==> src/verilog/dac_loader_pkg.sv <==
// package for the serial command loader of a range-programmable converter
// assumes one system clock; all serial pins are asynchronous to it
package dac_loader_pkg;
    localparam int          SHIFT_W        = 32;
    localparam int          CODE_W         = 16;
    localparam int          CMD_MSB        = 23;
    localparam int          CMD_LSB        = 20;
    localparam logic [3:0]  CMD_LOAD_IN    = 4'h0;
    localparam logic [3:0]  CMD_UPDATE     = 4'h1;
    localparam logic [3:0]  CMD_LOAD_BOTH  = 4'h2;
    localparam logic [3:0]  CMD_RNG_U5     = 4'h8;
    localparam logic [3:0]  CMD_RNG_U10    = 4'h9;
    localparam logic [3:0]  CMD_RNG_B5     = 4'ha;
    localparam logic [3:0]  CMD_RNG_B10    = 4'hb;
    localparam logic [3:0]  CMD_RNG_B2P5   = 4'hc;
    localparam logic [3:0]  CMD_RNG_OFS    = 4'hd;
    localparam logic [3:0]  CMD_NOP        = 4'hf;
    localparam logic [3:0]  RANGE_RESET    = 4'h8;
    localparam logic [15:0] CODE_RESET     = 16'h0000;
    localparam logic [31:0] SHIFT_RESET    = 32'h0000_0000;
    localparam logic [1:0]  RES_16         = 2'h0;
    localparam logic [1:0]  RES_14         = 2'h1;
    localparam logic [1:0]  RES_12         = 2'h2;
    localparam logic [15:0] MASK_14        = 16'hfffc;
    localparam logic [15:0] MASK_12        = 16'hfff0;
    localparam logic [15:0] MASK_16        = 16'hffff;

    typedef struct packed {
        logic [3:0]  range_cmd;
        logic        bipolar;
        logic [15:0] code;
    } dac_state_s;
endpackage : dac_loader_pkg

==> src/verilog/dac_serial_command_loader.sv <==
// serial load and command execution for a range-programmable converter
// assumes serial pins and clear are asynchronous to i_ref_clk and are
// synchronised here; serial clock must be far slower than i_ref_clk
module dac_serial_command_loader
    import dac_loader_pkg::*;
(
    input  wire logic        i_ref_clk,
    input  wire logic        i_arst_n,
    input  wire logic        i_async_clear_n,
    input  wire logic        i_load_strobe_n,
    input  wire logic        i_sclk,
    input  wire logic        i_sdi,
    input  wire logic [1:0]  i_resolution,
    output logic             o_sdo,
    output logic [15:0]      o_dac_code,
    output logic [3:0]       o_range_cmd,
    output logic             o_bipolar,
    output logic             o_update
);
    // ------------------------------------------------------------
    // input synchronisers
    // ------------------------------------------------------------
    logic [1:0] clr_sync_r;
    logic [1:0] cs_sync_r;
    logic [1:0] sck_sync_r;
    logic [1:0] sdi_sync_r;
    logic [1:0] res_meta_r;
    logic [1:0] res_sync_r;
    logic       sck_prev_r;
    logic       cs_prev_r;

    always_ff @(posedge i_ref_clk or negedge i_arst_n) begin
        if (!i_arst_n) begin
            clr_sync_r <= 2'h0;
            cs_sync_r  <= 2'h3;
            sck_sync_r <= 2'h0;
            sdi_sync_r <= 2'h0;
            res_meta_r <= RES_16;
            res_sync_r <= RES_16;
            sck_prev_r <= 1'b0;
            cs_prev_r  <= 1'b1;
        end else begin
            clr_sync_r <= {clr_sync_r[0], i_async_clear_n};
            cs_sync_r  <= {cs_sync_r[0], i_load_strobe_n};
            sck_sync_r <= {sck_sync_r[0], i_sclk};
            sdi_sync_r <= {sdi_sync_r[0], i_sdi};
            res_meta_r <= i_resolution;
            res_sync_r <= res_meta_r;
            sck_prev_r <= sck_sync_r[1];
            cs_prev_r  <= cs_sync_r[1];
        end
    end

    logic clear_n;
    logic sck_rise;
    logic cs_rise;
    assign clear_n  = clr_sync_r[1];
    assign sck_rise = sck_sync_r[1] & ~sck_prev_r;
    assign cs_rise  = cs_sync_r[1] & ~cs_prev_r;

    // ------------------------------------------------------------
    // shift register
    // ------------------------------------------------------------
    logic [SHIFT_W-1:0] input_shift_reg_r;

    always_ff @(posedge i_ref_clk or negedge i_arst_n) begin
        if (!i_arst_n) begin
            input_shift_reg_r <= SHIFT_RESET;
        end else if (!clear_n) begin
            input_shift_reg_r <= SHIFT_RESET;
        end else if (sck_rise && !cs_sync_r[1]) begin
            input_shift_reg_r <= {input_shift_reg_r[SHIFT_W-2:0], sdi_sync_r[1]};
        end
    end

    assign o_sdo = input_shift_reg_r[SHIFT_W-1];

    // ------------------------------------------------------------
    // command decode
    // ------------------------------------------------------------
    logic [3:0]  command_nibble;
    logic [15:0] data_word;
    logic [15:0] res_mask;
    logic [15:0] masked_word;
    assign command_nibble = input_shift_reg_r[CMD_MSB:CMD_LSB];
    assign data_word      = input_shift_reg_r[CODE_W-1:0];

    always_comb begin
        case (res_sync_r)
            RES_14:  res_mask = MASK_14;
            RES_12:  res_mask = MASK_12;
            default: res_mask = MASK_16;
        endcase
    end

    assign masked_word = data_word & res_mask;

    logic [15:0] in_buf_r;
    logic [15:0] dac_buf_r;
    logic [3:0]  range_r;
    logic        update_r;

    // ------------------------------------------------------------
    // execution on strobe rising edge
    // ------------------------------------------------------------
    always_ff @(posedge i_ref_clk or negedge i_arst_n) begin
        if (!i_arst_n) begin
            in_buf_r  <= CODE_RESET;
            dac_buf_r <= CODE_RESET;
            range_r   <= RANGE_RESET;
            update_r  <= 1'b0;
        end else if (!clear_n) begin
            in_buf_r  <= CODE_RESET;
            dac_buf_r <= CODE_RESET;
            update_r  <= 1'b0;
        end else begin
            update_r <= 1'b0;
            if (cs_rise) begin
                case (command_nibble)
                    CMD_LOAD_IN: begin
                        in_buf_r <= masked_word;
                    end
                    CMD_UPDATE: begin
                        dac_buf_r <= in_buf_r;
                        update_r  <= 1'b1;
                    end
                    CMD_LOAD_BOTH: begin
                        in_buf_r  <= masked_word;
                        dac_buf_r <= masked_word;
                        update_r  <= 1'b1;
                    end
                    CMD_RNG_U5, CMD_RNG_U10, CMD_RNG_B5, CMD_RNG_B10, CMD_RNG_B2P5, CMD_RNG_OFS: begin
                        range_r   <= command_nibble;
                        in_buf_r  <= masked_word;
                        dac_buf_r <= masked_word;
                        update_r  <= 1'b1;
                    end
                    default: begin
                        update_r <= 1'b0;
                    end
                endcase
            end
        end
    end

    dac_state_s state;
    assign state = '{range_cmd: range_r, bipolar: range_r[1] | range_r[2], code: dac_buf_r};

    assign o_dac_code  = state.code;
    assign o_range_cmd = state.range_cmd;
    assign o_bipolar   = state.bipolar;
    assign o_update    = update_r;

    // ------------------------------------------------------------
    // assertions
    // ------------------------------------------------------------
    property p_shift_in;
        @(posedge i_ref_clk) disable iff (!i_arst_n)
        (sck_rise && !cs_sync_r[1] && clear_n) |=> input_shift_reg_r[0] == $past(sdi_sync_r[1]);
    endproperty
    a_shift_in: assert property (p_shift_in) else $error("shift bit not captured");

    property p_hold_when_cs_high;
        @(posedge i_ref_clk) disable iff (!i_arst_n)
        (cs_sync_r[1] && clear_n) |=> $stable(input_shift_reg_r) || !clear_n;
    endproperty
    a_hold_when_cs_high: assert property (p_hold_when_cs_high) else $error("shift while strobe high");

    property p_sdo;
        @(posedge i_ref_clk) disable iff (!i_arst_n)
        (sck_rise && !cs_sync_r[1] && clear_n) |=> o_sdo == $past(input_shift_reg_r[SHIFT_W-2]);
    endproperty
    a_sdo: assert property (p_sdo) else $error("serial out wrong");

    property p_clear;
        @(posedge i_ref_clk) disable iff (!i_arst_n)
        !clear_n |=> (o_dac_code == CODE_RESET) && (input_shift_reg_r == SHIFT_RESET);
    endproperty
    a_clear: assert property (p_clear) else $error("clear did not zero");

    property p_range_set;
        @(posedge i_ref_clk) disable iff (!i_arst_n)
        (cs_rise && clear_n && command_nibble[3] && command_nibble != CMD_NOP && command_nibble != 4'he)
        |=> o_range_cmd == $past(command_nibble) && o_dac_code == $past(masked_word);
    endproperty
    a_range_set: assert property (p_range_set) else $error("range command not applied");

    property p_range_keep;
        @(posedge i_ref_clk) disable iff (!i_arst_n)
        !(cs_rise && command_nibble[3]) |=> $stable(o_range_cmd);
    endproperty
    a_range_keep: assert property (p_range_keep) else $error("range changed without command");

    property p_bipolar_b5;
        @(posedge i_ref_clk) disable iff (!i_arst_n)
        (o_range_cmd == CMD_RNG_B5) |-> o_bipolar;
    endproperty
    a_bipolar_b5: assert property (p_bipolar_b5) else $error("bipolar flag missing");

    property p_unipolar_u10;
        @(posedge i_ref_clk) disable iff (!i_arst_n)
        (o_range_cmd == CMD_RNG_U10 || o_range_cmd == CMD_RNG_U5) |-> !o_bipolar;
    endproperty
    a_unipolar_u10: assert property (p_unipolar_u10) else $error("unipolar flag wrong");

    property p_mask12;
        @(posedge i_ref_clk) disable iff (!i_arst_n)
        (res_sync_r == RES_12 && $stable(res_sync_r) && o_update) |-> o_dac_code[3:0] == 4'h0;
    endproperty
    a_mask12: assert property (p_mask12) else $error("12-bit low bits not ignored");

    property p_mask14;
        @(posedge i_ref_clk) disable iff (!i_arst_n)
        (res_sync_r == RES_14 && $stable(res_sync_r) && o_update) |-> o_dac_code[1:0] == 2'h0;
    endproperty
    a_mask14: assert property (p_mask14) else $error("14-bit low bits not ignored");

    c_range_b5: cover property (@(posedge i_ref_clk) disable iff (!i_arst_n) cs_rise && command_nibble == CMD_RNG_B5);
    c_update:   cover property (@(posedge i_ref_clk) disable iff (!i_arst_n) cs_rise && command_nibble == CMD_UPDATE);
    c_clear:    cover property (@(posedge i_ref_clk) disable iff (!i_arst_n) !clear_n ##1 clear_n);
endmodule : dac_serial_command_loader
==> config.mk <==
export PLATFORM = sky130hd
export DESIGN_NAME = dac_serial_command_loader
export DESIGN_NICKNAME = d
export VERILOG_FILES = /design/src/verilog/dac_loader_pkg.sv /design/src/verilog/dac_serial_command_loader.sv
export SDC_FILE = /design/constraint.sdc
export NUM_CORES = 1
export LEC_CHECK = 0
export BUFFER_PORTS_ARGS = -buffer_cell sky130_fd_sc_hd__buf_2
export CAP_MARGIN = 25
export CORE_MARGIN = 2
export CORE_UTILIZATION = 39
export CTS_CLUSTER_SIZE = 14
export DETAILED_ROUTE_END_ITERATION = 10
export GPL_TIMING_DRIVEN = 0
export SLEW_MARGIN = 20
export SYNTH_ARGS = -nofsm -noshare
export SYNTH_HDL_FRONTEND = slang
export SYNTH_SLANG_ARGS = --single-unit
==> constraint.sdc <==
create_clock -name i_ref_clk -period 3.27 [get_ports i_ref_clk]
set_clock_uncertainty 0.1 [all_clocks]
set_input_delay 0.327 -clock i_ref_clk [delete_from_list [all_inputs] [get_ports i_ref_clk]]
set_output_delay 0.327 -clock i_ref_clk [all_outputs]
set_load 0.01 [all_outputs]
==> results of run 1 <==
## Yosys cell counts, drive strengths merged, types with 2 or more instances
master	number
a21oi	2
o21ai	18
clkbuf	12
dfrtp	79
mux2	3
a21boi	33
buf	9
and2	4
nor2	2
nand2	94
dfstp	4
mux2i	18
a31oi	14
or2	2
nor2b	19
## cell type report
cell class	count	area [um2]
fill	830	4610
tap	108	135
multi-input combinational	216	1240
timing repair buffer	38	250
sequential	83	2080
clock buffer	12	135
buffer	21	103
inverter	1	3.75
clock inverter	4	75.1
## critical path: cells and delay by family (launching register included)
family | cells | cell delay [ps]
DFF | 1 | 570
AOI/OAI and AO/OA | 2 | 420
buffers and inverters | 1 | 410
and+or+nand+nor | 1 | 280
## logic make-up (layout without fill, tap and decap cells)
family / Yosys count / in the layout / share of synthesized area, %
flops: 83 / 83 / 60.6
xor+xnor: 1 / 1 / 0.255
simple gates: 124 / 124 / 15.7
compound gates: 69 / 69 / 13.7
buf+inv: 22 / 76 / 3.10
mux: 21 / 21 / 6.23
fa+ha+maj: 1 / 1 / 0.364
## where the power goes
part / internal [mW] / switching [mW]
Clock: 0.432 / 0.359
Sequential: 1.04 / 0.00370
Combinational: 0.0313 / 0.0525
## how the worst max path moves through the flow
stage,cells past startpoint,slack (ps),to
finish,4,1330,o_dac_code[8]
global route,4,1150,o_dac_code[10]
CTS,4,1300,o_dac_code[8]
detailed placement,4,1330,o_dac_code[8]
global placement,1,1070,o_dac_code[5]
floorplan,4,1660,o_dac_code[10]
## flip-flops by register name, summed over array words and instances, names as in the netlist, 2 cells and up
register           cells
o_range_cmd            4
input_shift_reg_r     32
sdi_sync_r             2
res_sync_r             2
in_buf_r              16
res_meta_r             2
sck_sync_r             2
clr_sync_r             2
o_dac_code            16
cs_sync_r              2
## stage by stage
stage	setup slack, ps	utilization, %	hold WS, ps	cell area (um2)
floorplan	1660	-	-68.6	3430
global placement	1070	43.1	233	3720
detailed placement	1330	43.4	220	3750
CTS	1300	46.7	254	4030
global route	1150	46.7	263	4030
finish	1330	46.7	252	4030
## routing by layer
metal / vias to the layer above / routed length (um) / track usage [%]
met5: - / 0 / 0
met4: 0 / 145 / 7.48
met3: 12 / 225 / 2.72
met2: 44 / 3020 / 22.7
met1: 1160 / 3470 / 22.5
li1: 1162 / - / -
## timing repair
action                                 4_1_cts  5_1_grt
hold buffers                                 7        0
setup buffers                                0        0
endpoints found under the hold margin       39        0
==> reports/qor.csv, run 1 <==
stage,metric,value,unit
outcome,outcome,completed,
floorplan,core area,8640,um2
drt,vias per cell,4.92,
timing,highest clock rate,515,MHz
finish,ANT cells,0,
critical_path,Arrival @ worst endpoint,2030,ps
pwr,P_leak,1.86,nW
timing,crit path time final,1940,ps
logic_synthesis,synthesized net count,330,
finish,Layout Cells excl Fill,483,
grt,initial antenna violation count,0,
floorplan,Starting Density,39.8,%
placement,Final GP Congestion,0.780,
critical_path,Critical Path RT,3360,ps
logic_synthesis,synth unique cells,29,
grt,gr usage total,15.5,%
clocking,# H-tree levels,3,
pwr,Power Total,1.91,mW
flow_run,Max-cap violations,0,
grt,largest net degree at the start of global routing,49,
timing,RSZ-0062 raised after global routing,no,
placement,port bufs,30,
pwr,Peak VDD IR,213,uV
logic_synthesis,Post-synth EDFFs,0,
clocking,clock buffer depth,2,
logic_synthesis,Synth Instances,321,
finish,"most common cell after layout, fill and taps aside",nand2_1,
critical_path,Worst R2R Setup Slack,1330,ps
floorplan,Die X,97.8,um
logic_synthesis,Main synth FF type,dfrtp_1,
drt,Detail Route Antenna Nets,0,
logic_synthesis,Syn Area/Cell,10.7,um2
critical_path,Crit-path slowest cell,dfstp_2,
timing,"Hold Violations, Final",0,
finish,Final nets,379,
logic_synthesis,Synth area leader,dfrtp_1,
critical_path,crit-path max cell delay,570,ps
logic_synthesis,Netlist Area Pre-Place,3430,um2
hold_path,Min-Delay Endpoint,sdi_sync_r[1],
clocking,Clock Latency Late Sink,350,ps
hold_path,Hold Crit Class,register to register,
floorplan,Rows,34,
timing,fin crit share,59.3,%
critical_path,reg2reg end,o_dac_code[8],
grt,vias in the first global route,2340,
drt,DRT Pass-1 Iters,4,
grt,first-pass GRT wire length,11700,um
finish,Area growth syn-to-layout,17.3,%
grt,total gr overflow,0,
hold_path,worst hold path depth,0,
critical_path,crit path cell chain,nor2b_1 > a22o_2 > clkbuf_1 > a31oi_1,
clocking,Root Buffer Master,clkbuf_8,
critical_path,Worst Path Max Fanout,10,
floorplan,Ports,31,
critical_path,FF-to-FF path depth,4,
placement,detailed placer's ending HPWL,4560,um
drt,Avg WL per Cell,14.2,um
clocking,CTS Buf Count,9,
drt,Post-Route WL,6860,um
floorplan,Die Ht,97.8,um
timing,relative slew slack,64.6,%
critical_path,startpoint types,register,
timing,TNS Setup,0,ps
drt,DRT iter0 DRCs,118,
hold_path,hold path start,sdi_sync_r[0],
logic_synthesis,ys async rst share,100,%
critical_path,CP startpoint,cs_sync_r[1],
pwr,PD cells,475,nW/um2
timing,Least-Margin Pin Slew,531,ps
floorplan,die area,9570,um2
critical_path,critical path class,register to register,
drt,# DRC,0,
logic_synthesis,Yosys warnings,0,
logic_synthesis,Seq cells post-synth,83,
timing,final number of setup-violating endpoints,0,
placement,post-placement cell count,460,
clocking,CTS tree,done,
critical_path,RR Startpoint,cs_sync_r[1],
logic_synthesis,post-synthesis sequential area ratio,60.6,%
drt,via count,2378,
clocking,clock slew at reported path FFs,80,ps
finish,most frequent cells in the layout,"nand2_1, dfrtp_1, buf_2",
finish,share of post-route cells with drive strength above 1,17.6,%
logic_synthesis,Yosys top cell area share,57.6,%
clocking,post_cts resized,0,
clocking,sink count of the clock tree,83,
logic_synthesis,synth top area cells,"dfrtp_1, nand2_1, a21boi_0",
critical_path,endpoint class of the critical path,register,
timing,Final Max Tran Viols,0,
(Power assumes the default switching activity.)
==> inputs of run 2 (changes only) <==
- clock period: 3.27 -> 1.74 ns (I/O delays scaled with it)
==> reports/qor.csv, run 2 (synthesis gave the netlist of run 1 again) <==
stage,metric,value,unit
finish,"most common cell after layout, fill and taps aside",nand2_1,
pwr,Peak VDD IR,400,uV
critical_path,family with the most delay on the worst path,flip-flops,
critical_path,Crit-path slowest cell,dfstp_2,
finish,fillers,823,
drt,DRT iter0 DRCs,109,
clocking,clock slew at reported path FFs,90,ps
drt,# DRC,0,
timing,RSZ-0062 raised after global routing,no,
pwr,switch share,21.7,%
grt,total gr overflow,0,
critical_path,startpoint types,register,
timing,crit path time final,1640,ps
placement,detailed placer's ending HPWL,4560,um
clocking,CTS Buf Count,9,
pwr,P_leak,1.89,nW
hold_path,Hold Crit Class,input port to async pin,
clocking,sink count of the clock tree,83,
critical_path,CP Buf/Inv Count,1,
floorplan,core area,8640,um2
grt,gr usage total,15.5,%
floorplan,Die Ht,97.8,um
pwr,Flop pwr share,54.3,%
pwr,Int Power,2.82,mW
finish,share of post-route cells with drive strength above 1,21.0,%
timing,fin crit share,94.3,%
floorplan,Die X,97.8,um
floorplan,Ports,31,
critical_path,FF-to-FF path depth,5,
critical_path,crit path cell chain,nor2b_4 > a22o_2 > clkbuf_4 > o21ai_1 > a31oi_1,
placement,Final GP Congestion,0.780,
finish,Final nets,381,
critical_path,Critical Path RT,1900,ps
critical_path,crit-path max cell delay,590,ps
finish,ANT cells,0,
pwr,Clk network pwr share,41.2,%
critical_path,Crit path depth,5,
timing,relative slew slack,65.0,%
finish,Largest Register,input_shift_reg_r,
clocking,Clock Latency Late Sink,350,ps
timing,"Hold Violations, Final",0,
placement,post-placement cell count,460,
floorplan,Rows,34,
timing,TNS Setup,0,ps
clocking,Root Buffer Master,clkbuf_8,
floorplan,die area,9570,um2
timing,Least-Margin Pin Slew,525,ps
drt,Post-Route WL,6860,um
timing,final number of setup-violating endpoints,0,
critical_path,endpoint class of the critical path,register,
critical_path,critical path class,register to register,
pwr,PD cells,882,nW/um2
finish,most frequent cells in the layout,"nand2_1, dfrtp_1, buf_2",
clocking,clock buffer depth,2,
clocking,CTS tree,done,
pwr,switching pwr,0.781,mW
critical_path,Arrival @ worst endpoint,1800,ps
finish,Largest register FFs,32,
placement,Post-Place Worst Slack,-203,ps
placement,port bufs,30,
pwr,combinational share of power,4.5,%
grt,initial antenna violation count,0,
finish,Area growth syn-to-layout,19.0,%
timing,Final Max Tran Viols,0,
grt,largest net degree at the start of global routing,49,
drt,Avg WL per Cell,14.1,um
drt,DRT Pass-1 Iters,4,
drt,vias per cell,4.93,
critical_path,Worst Path Max Fanout,10,
grt,first-pass GRT wire length,11800,um
finish,Layout Cells excl Fill,485,
drt,via count,2389,
flow_run,Max-cap violations,0,
outcome,outcome,completed,
timing,final setup margin,98.8,ps
floorplan,Starting Density,39.8,%
drt,Detail Route Antenna Nets,0,
clocking,# H-tree levels,3,
timing,highest clock rate,609,MHz
grt,vias in the first global route,2344,
## run 2: layer usage
layer | GRT usage, % | vias to the layer above | part of all wire [%]
met4 | 7.48 | 0 | 2.2
met1 | 22.5 | 1165 | 50
met2 | 22.7 | 43 | 44
li1 | - | 1169 | -
met3 | 2.72 | 12 | 3.1
met5 | 0 | - | 0
## run 2: timing repair
action                                  CTS  global route
endpoints found under the hold margin    39             0
pin swaps                                 1             1
setup buffers                             0             2
endpoints found under the setup margin   14            51
gates resized for setup                   3            21
hold buffers                              7             0
## run 2: through the flow
step / total power, mW / area, um2 / hold WS (ps) / util (%)
floorplan: 2.06 / 3430 / -222 / -
global placement: 2.13 / 3720 / 181 / 43.1
detailed placement: 2.14 / 3750 / 67.5 / 43.4
CTS: 3.64 / 4040 / 224 / 46.7
global route: 3.76 / 4090 / 263 / 47.3
finish: 3.60 / 4090 / 216 / 47.3
## run 2: final cells by class
type                       count  area, um2  share of cell area (%)
timing repair buffer          40        265                    6.49
inverter                       1       3.75                  0.0919
clock buffer                  12        135                    3.31
tap                          108        135                    3.31
multi-input combinational    216       1260                    30.8
sequential                    83       2090                    51.1
buffer                        21        128                    3.12
clock inverter                 4       75.1                    1.84
## run 2: worst reg2reg max path, stage by stage (launching register included)
cell      delay, ps
dfstp_2         590
nor2b_4         190
a22o_2          220
clkbuf_4        210
o21ai_1          80
a31oi_1         170
## run 2: path summary, 6_finish.rpt
path | start | endpoint | slack [ps]
setup / recovery | cs_sync_r[1] | o_dac_code[14] | 100
hold / removal | i_arst_n | sck_sync_r[0] | 220
setup reg to reg | cs_sync_r[1] | o_dac_code[14] | 100
hold reg to reg | sdi_sync_r[0] | sdi_sync_r[1] | 250
max in group asynchronous | i_arst_n | cs_prev_r | 680
min in group i_ref_clk | sdi_sync_r[0] | sdi_sync_r[1] | 250
## run 2: power by group through the flow
stage	clock, mW	sequential [mW]	combinational (mW)
2_1_floorplan	0	1.99	0.0701
3_3_place_gp	0	1.99	0.142
3_5_place_dp	0	1.99	0.150
4_1_cts	1.53	1.96	0.163
5_1_grt	1.62	1.96	0.181
6_report	1.48	1.96	0.162
==> inputs of run 3 (changes only) <==
- CORE_UTILIZATION: 39 -> 58
- PLACE_DENSITY: not set -> 0.78
- SKIP_LAST_GASP: not set -> 1
- clock period: 1.74 -> 1.6 ns (I/O delays scaled with it)
==> reports/qor.csv, run 3 (synthesis gave the netlist of run 1 again) <==
stage,metric,value,unit
finish,ANT cells,0,
timing,fin crit share,101,%
timing,Least-Margin Pin Slew,788,ps
pwr,Clk network pwr share,35.8,%
critical_path,Worst Path Max Fanout,6,
grt,gr usage total,22.6,%
critical_path,Worst R2R Setup Slack,-20,ps
critical_path,startpoint types,register,
clocking,# H-tree levels,3,
timing,"Hold Violations, Final",0,
grt,vias in the first global route,2249,
grt,total gr overflow,0,
pwr,combinational share of power,5.4,%
pwr,switching pwr,0.808,mW
grt,first-pass GRT wire length,11000,um
timing,final number of setup-violating endpoints,1,
finish,Final nets,387,
grt,GR Layer Usage met1,31.0,%
finish,"most common cell after layout, fill and taps aside",nand2_1,
grt,global routing's busiest layer,met2,
critical_path,endpoint class of the critical path,register,
timing,RSZ-0062 raised after global routing,yes,
drt,# DRC,0,
drt,Detail Route Antenna Nets,0,
outcome,failing checks,negative setup slack,
floorplan,core area,5820,um2
hold_path,Hold Crit Class,input port to async pin,
timing,highest clock rate,616,MHz
timing,crit path time final,1620,ps
finish,final core occ,72.5,%
clocking,CTS Buf Count,9,
floorplan,Die Ht,80.9,um
drt,DRT Pass-1 Iters,5,
floorplan,Starting Density,59.0,%
finish,Largest Register,input_shift_reg_r,
clocking,CTS tree,done,
finish,Largest register FFs,32,
critical_path,Critical Path RT,1750,ps
floorplan,Rows,28,
finish,most frequent cells in the layout,"nand2_1, dfrtp_1, a21boi_0, buf_2",
pwr,Flop pwr share,58.9,%
clocking,sink count of the clock tree,83,
clocking,clock buffer depth,2,
drt,Avg WL per Cell,16.0,um
drt,vias per cell,5.43,
drt,DRT iter0 DRCs,199,
drt,Post-Route WL,7340,um
grt,M2 GR Usage,35.0,%
placement,port bufs,30,
placement,Final GP Congestion,0.819,
clocking,Root Buffer Master,clkbuf_8,
grt,met3 usage,5.67,%
finish,fillers,396,
critical_path,Arrival @ worst endpoint,1770,ps
grt,initial antenna violation count,0,
floorplan,Ports,31,
grt,largest net degree at the start of global routing,53,
clocking,Clock Latency Late Sink,340,ps
floorplan,die area,6550,um2
timing,final setup margin,-22.2,ps
placement,detailed placer's ending HPWL,4540,um
timing,relative slew slack,47.5,%
finish,Area growth syn-to-layout,22.8,%
pwr,switch share,22.4,%
pwr,Int Power,2.81,mW
pwr,P_leak,1.94,nW
drt,via count,2489,
pwr,Peak VDD IR,613,uV
critical_path,critical path class,register to register,
outcome,outcome,"complete, but fails checks",
placement,Post-Place Worst Slack,-284,ps
clocking,clock slew at reported path FFs,80,ps
timing,Final Max Tran Viols,0,
timing,Min Hold Slack,201,ps
floorplan,Die X,80.9,um
flow_run,Max-cap violations,0,
pwr,PD cells,857,nW/um2
finish,share of post-route cells with drive strength above 1,25.8,%
==> run 3: changes by cell type in the layout (fill, tap and decap cells not counted), moves of 3 or more <==
cell	previous run	this run
o21ai_2	1	12
buf_8	1	4
o21ai_1	8	1
clkbuf_2	5	1
o21ai_0	8	3
buf_4	4	9
==> run 3: layout make-up <==
type	count	area, um2	area share, %
timing repair buffer	47	369	8.75
buffer	20	158	3.74
tap	75	93.8	2.23
clock inverter	2	12.5	0.297
inverter	1	3.75	0.0890
multi-input combinational	216	1340	31.8
sequential	83	2090	49.5
clock buffer	14	153	3.62
==> run 3: routing by layer <==
metal / part of all wire, % / wire [um] / vias up
met1: 47 / 3450 / 1239
li1: - / - / 1175
met5: 0 / 0 / -
met4: 1.4 / 106 / 0
met3: 3.4 / 252 / 12
met2: 48 / 3540 / 63
==> run 3: path summary, 6_finish.rpt <==
check                      cells past startpoint           from                    to
setup / recovery                               5   cs_sync_r[1]         o_dac_code[4]
hold / removal                                 2       i_arst_n  input_shift_reg_r[0]
setup reg to reg                               5   cs_sync_r[1]         o_dac_code[4]
hold reg to reg                                0  sck_sync_r[0]         sck_sync_r[1]
max in group asynchronous                      3       i_arst_n             cs_prev_r
min in group i_ref_clk                         0  sck_sync_r[0]         sck_sync_r[1]
==> run 3: power by group through the flow <==
stage	registers [mW]	clock network [mW]	logic [mW]
final	2.13	1.29	0.193
after floorplan	2.17	0	0.0762
after global routing	2.13	1.43	0.211
after global placement	2.17	0	0.149
after detailed placement	2.17	0	0.157
after CTS	2.13	1.32	0.177
==> run 3: through the flow <==
step           TNS [ps]  std cells  power, mW  instance area (um2)
2_1_floorplan         0        321       2.24                 3430
3_3_place_gp     -31200        426       2.32                 3680
3_5_place_dp      -4210        427       2.32                 3710
4_1_cts           -12.2        453       3.62                 4020
5_1_grt           -1180        458       3.77                 4220
6_report          -22.2        458       3.62                 4220
==> run 3: what timing repair did <==
item	4_1_cts	5_1_grt
hold buffers	7	0
endpoints found under the setup margin	47	51
gates resized for setup	16	44
setup buffers	3	4
endpoints found under the hold margin	37	0
cloned	0	2
pin swaps	2	2
==> run 3: critical path: stages (launching register included) <==
cell	delay, ps
dfstp_2	580
nor2b_4	200
a22o_4	220
clkbuf_16	170
o21ai_2	50
a31oi_1	210
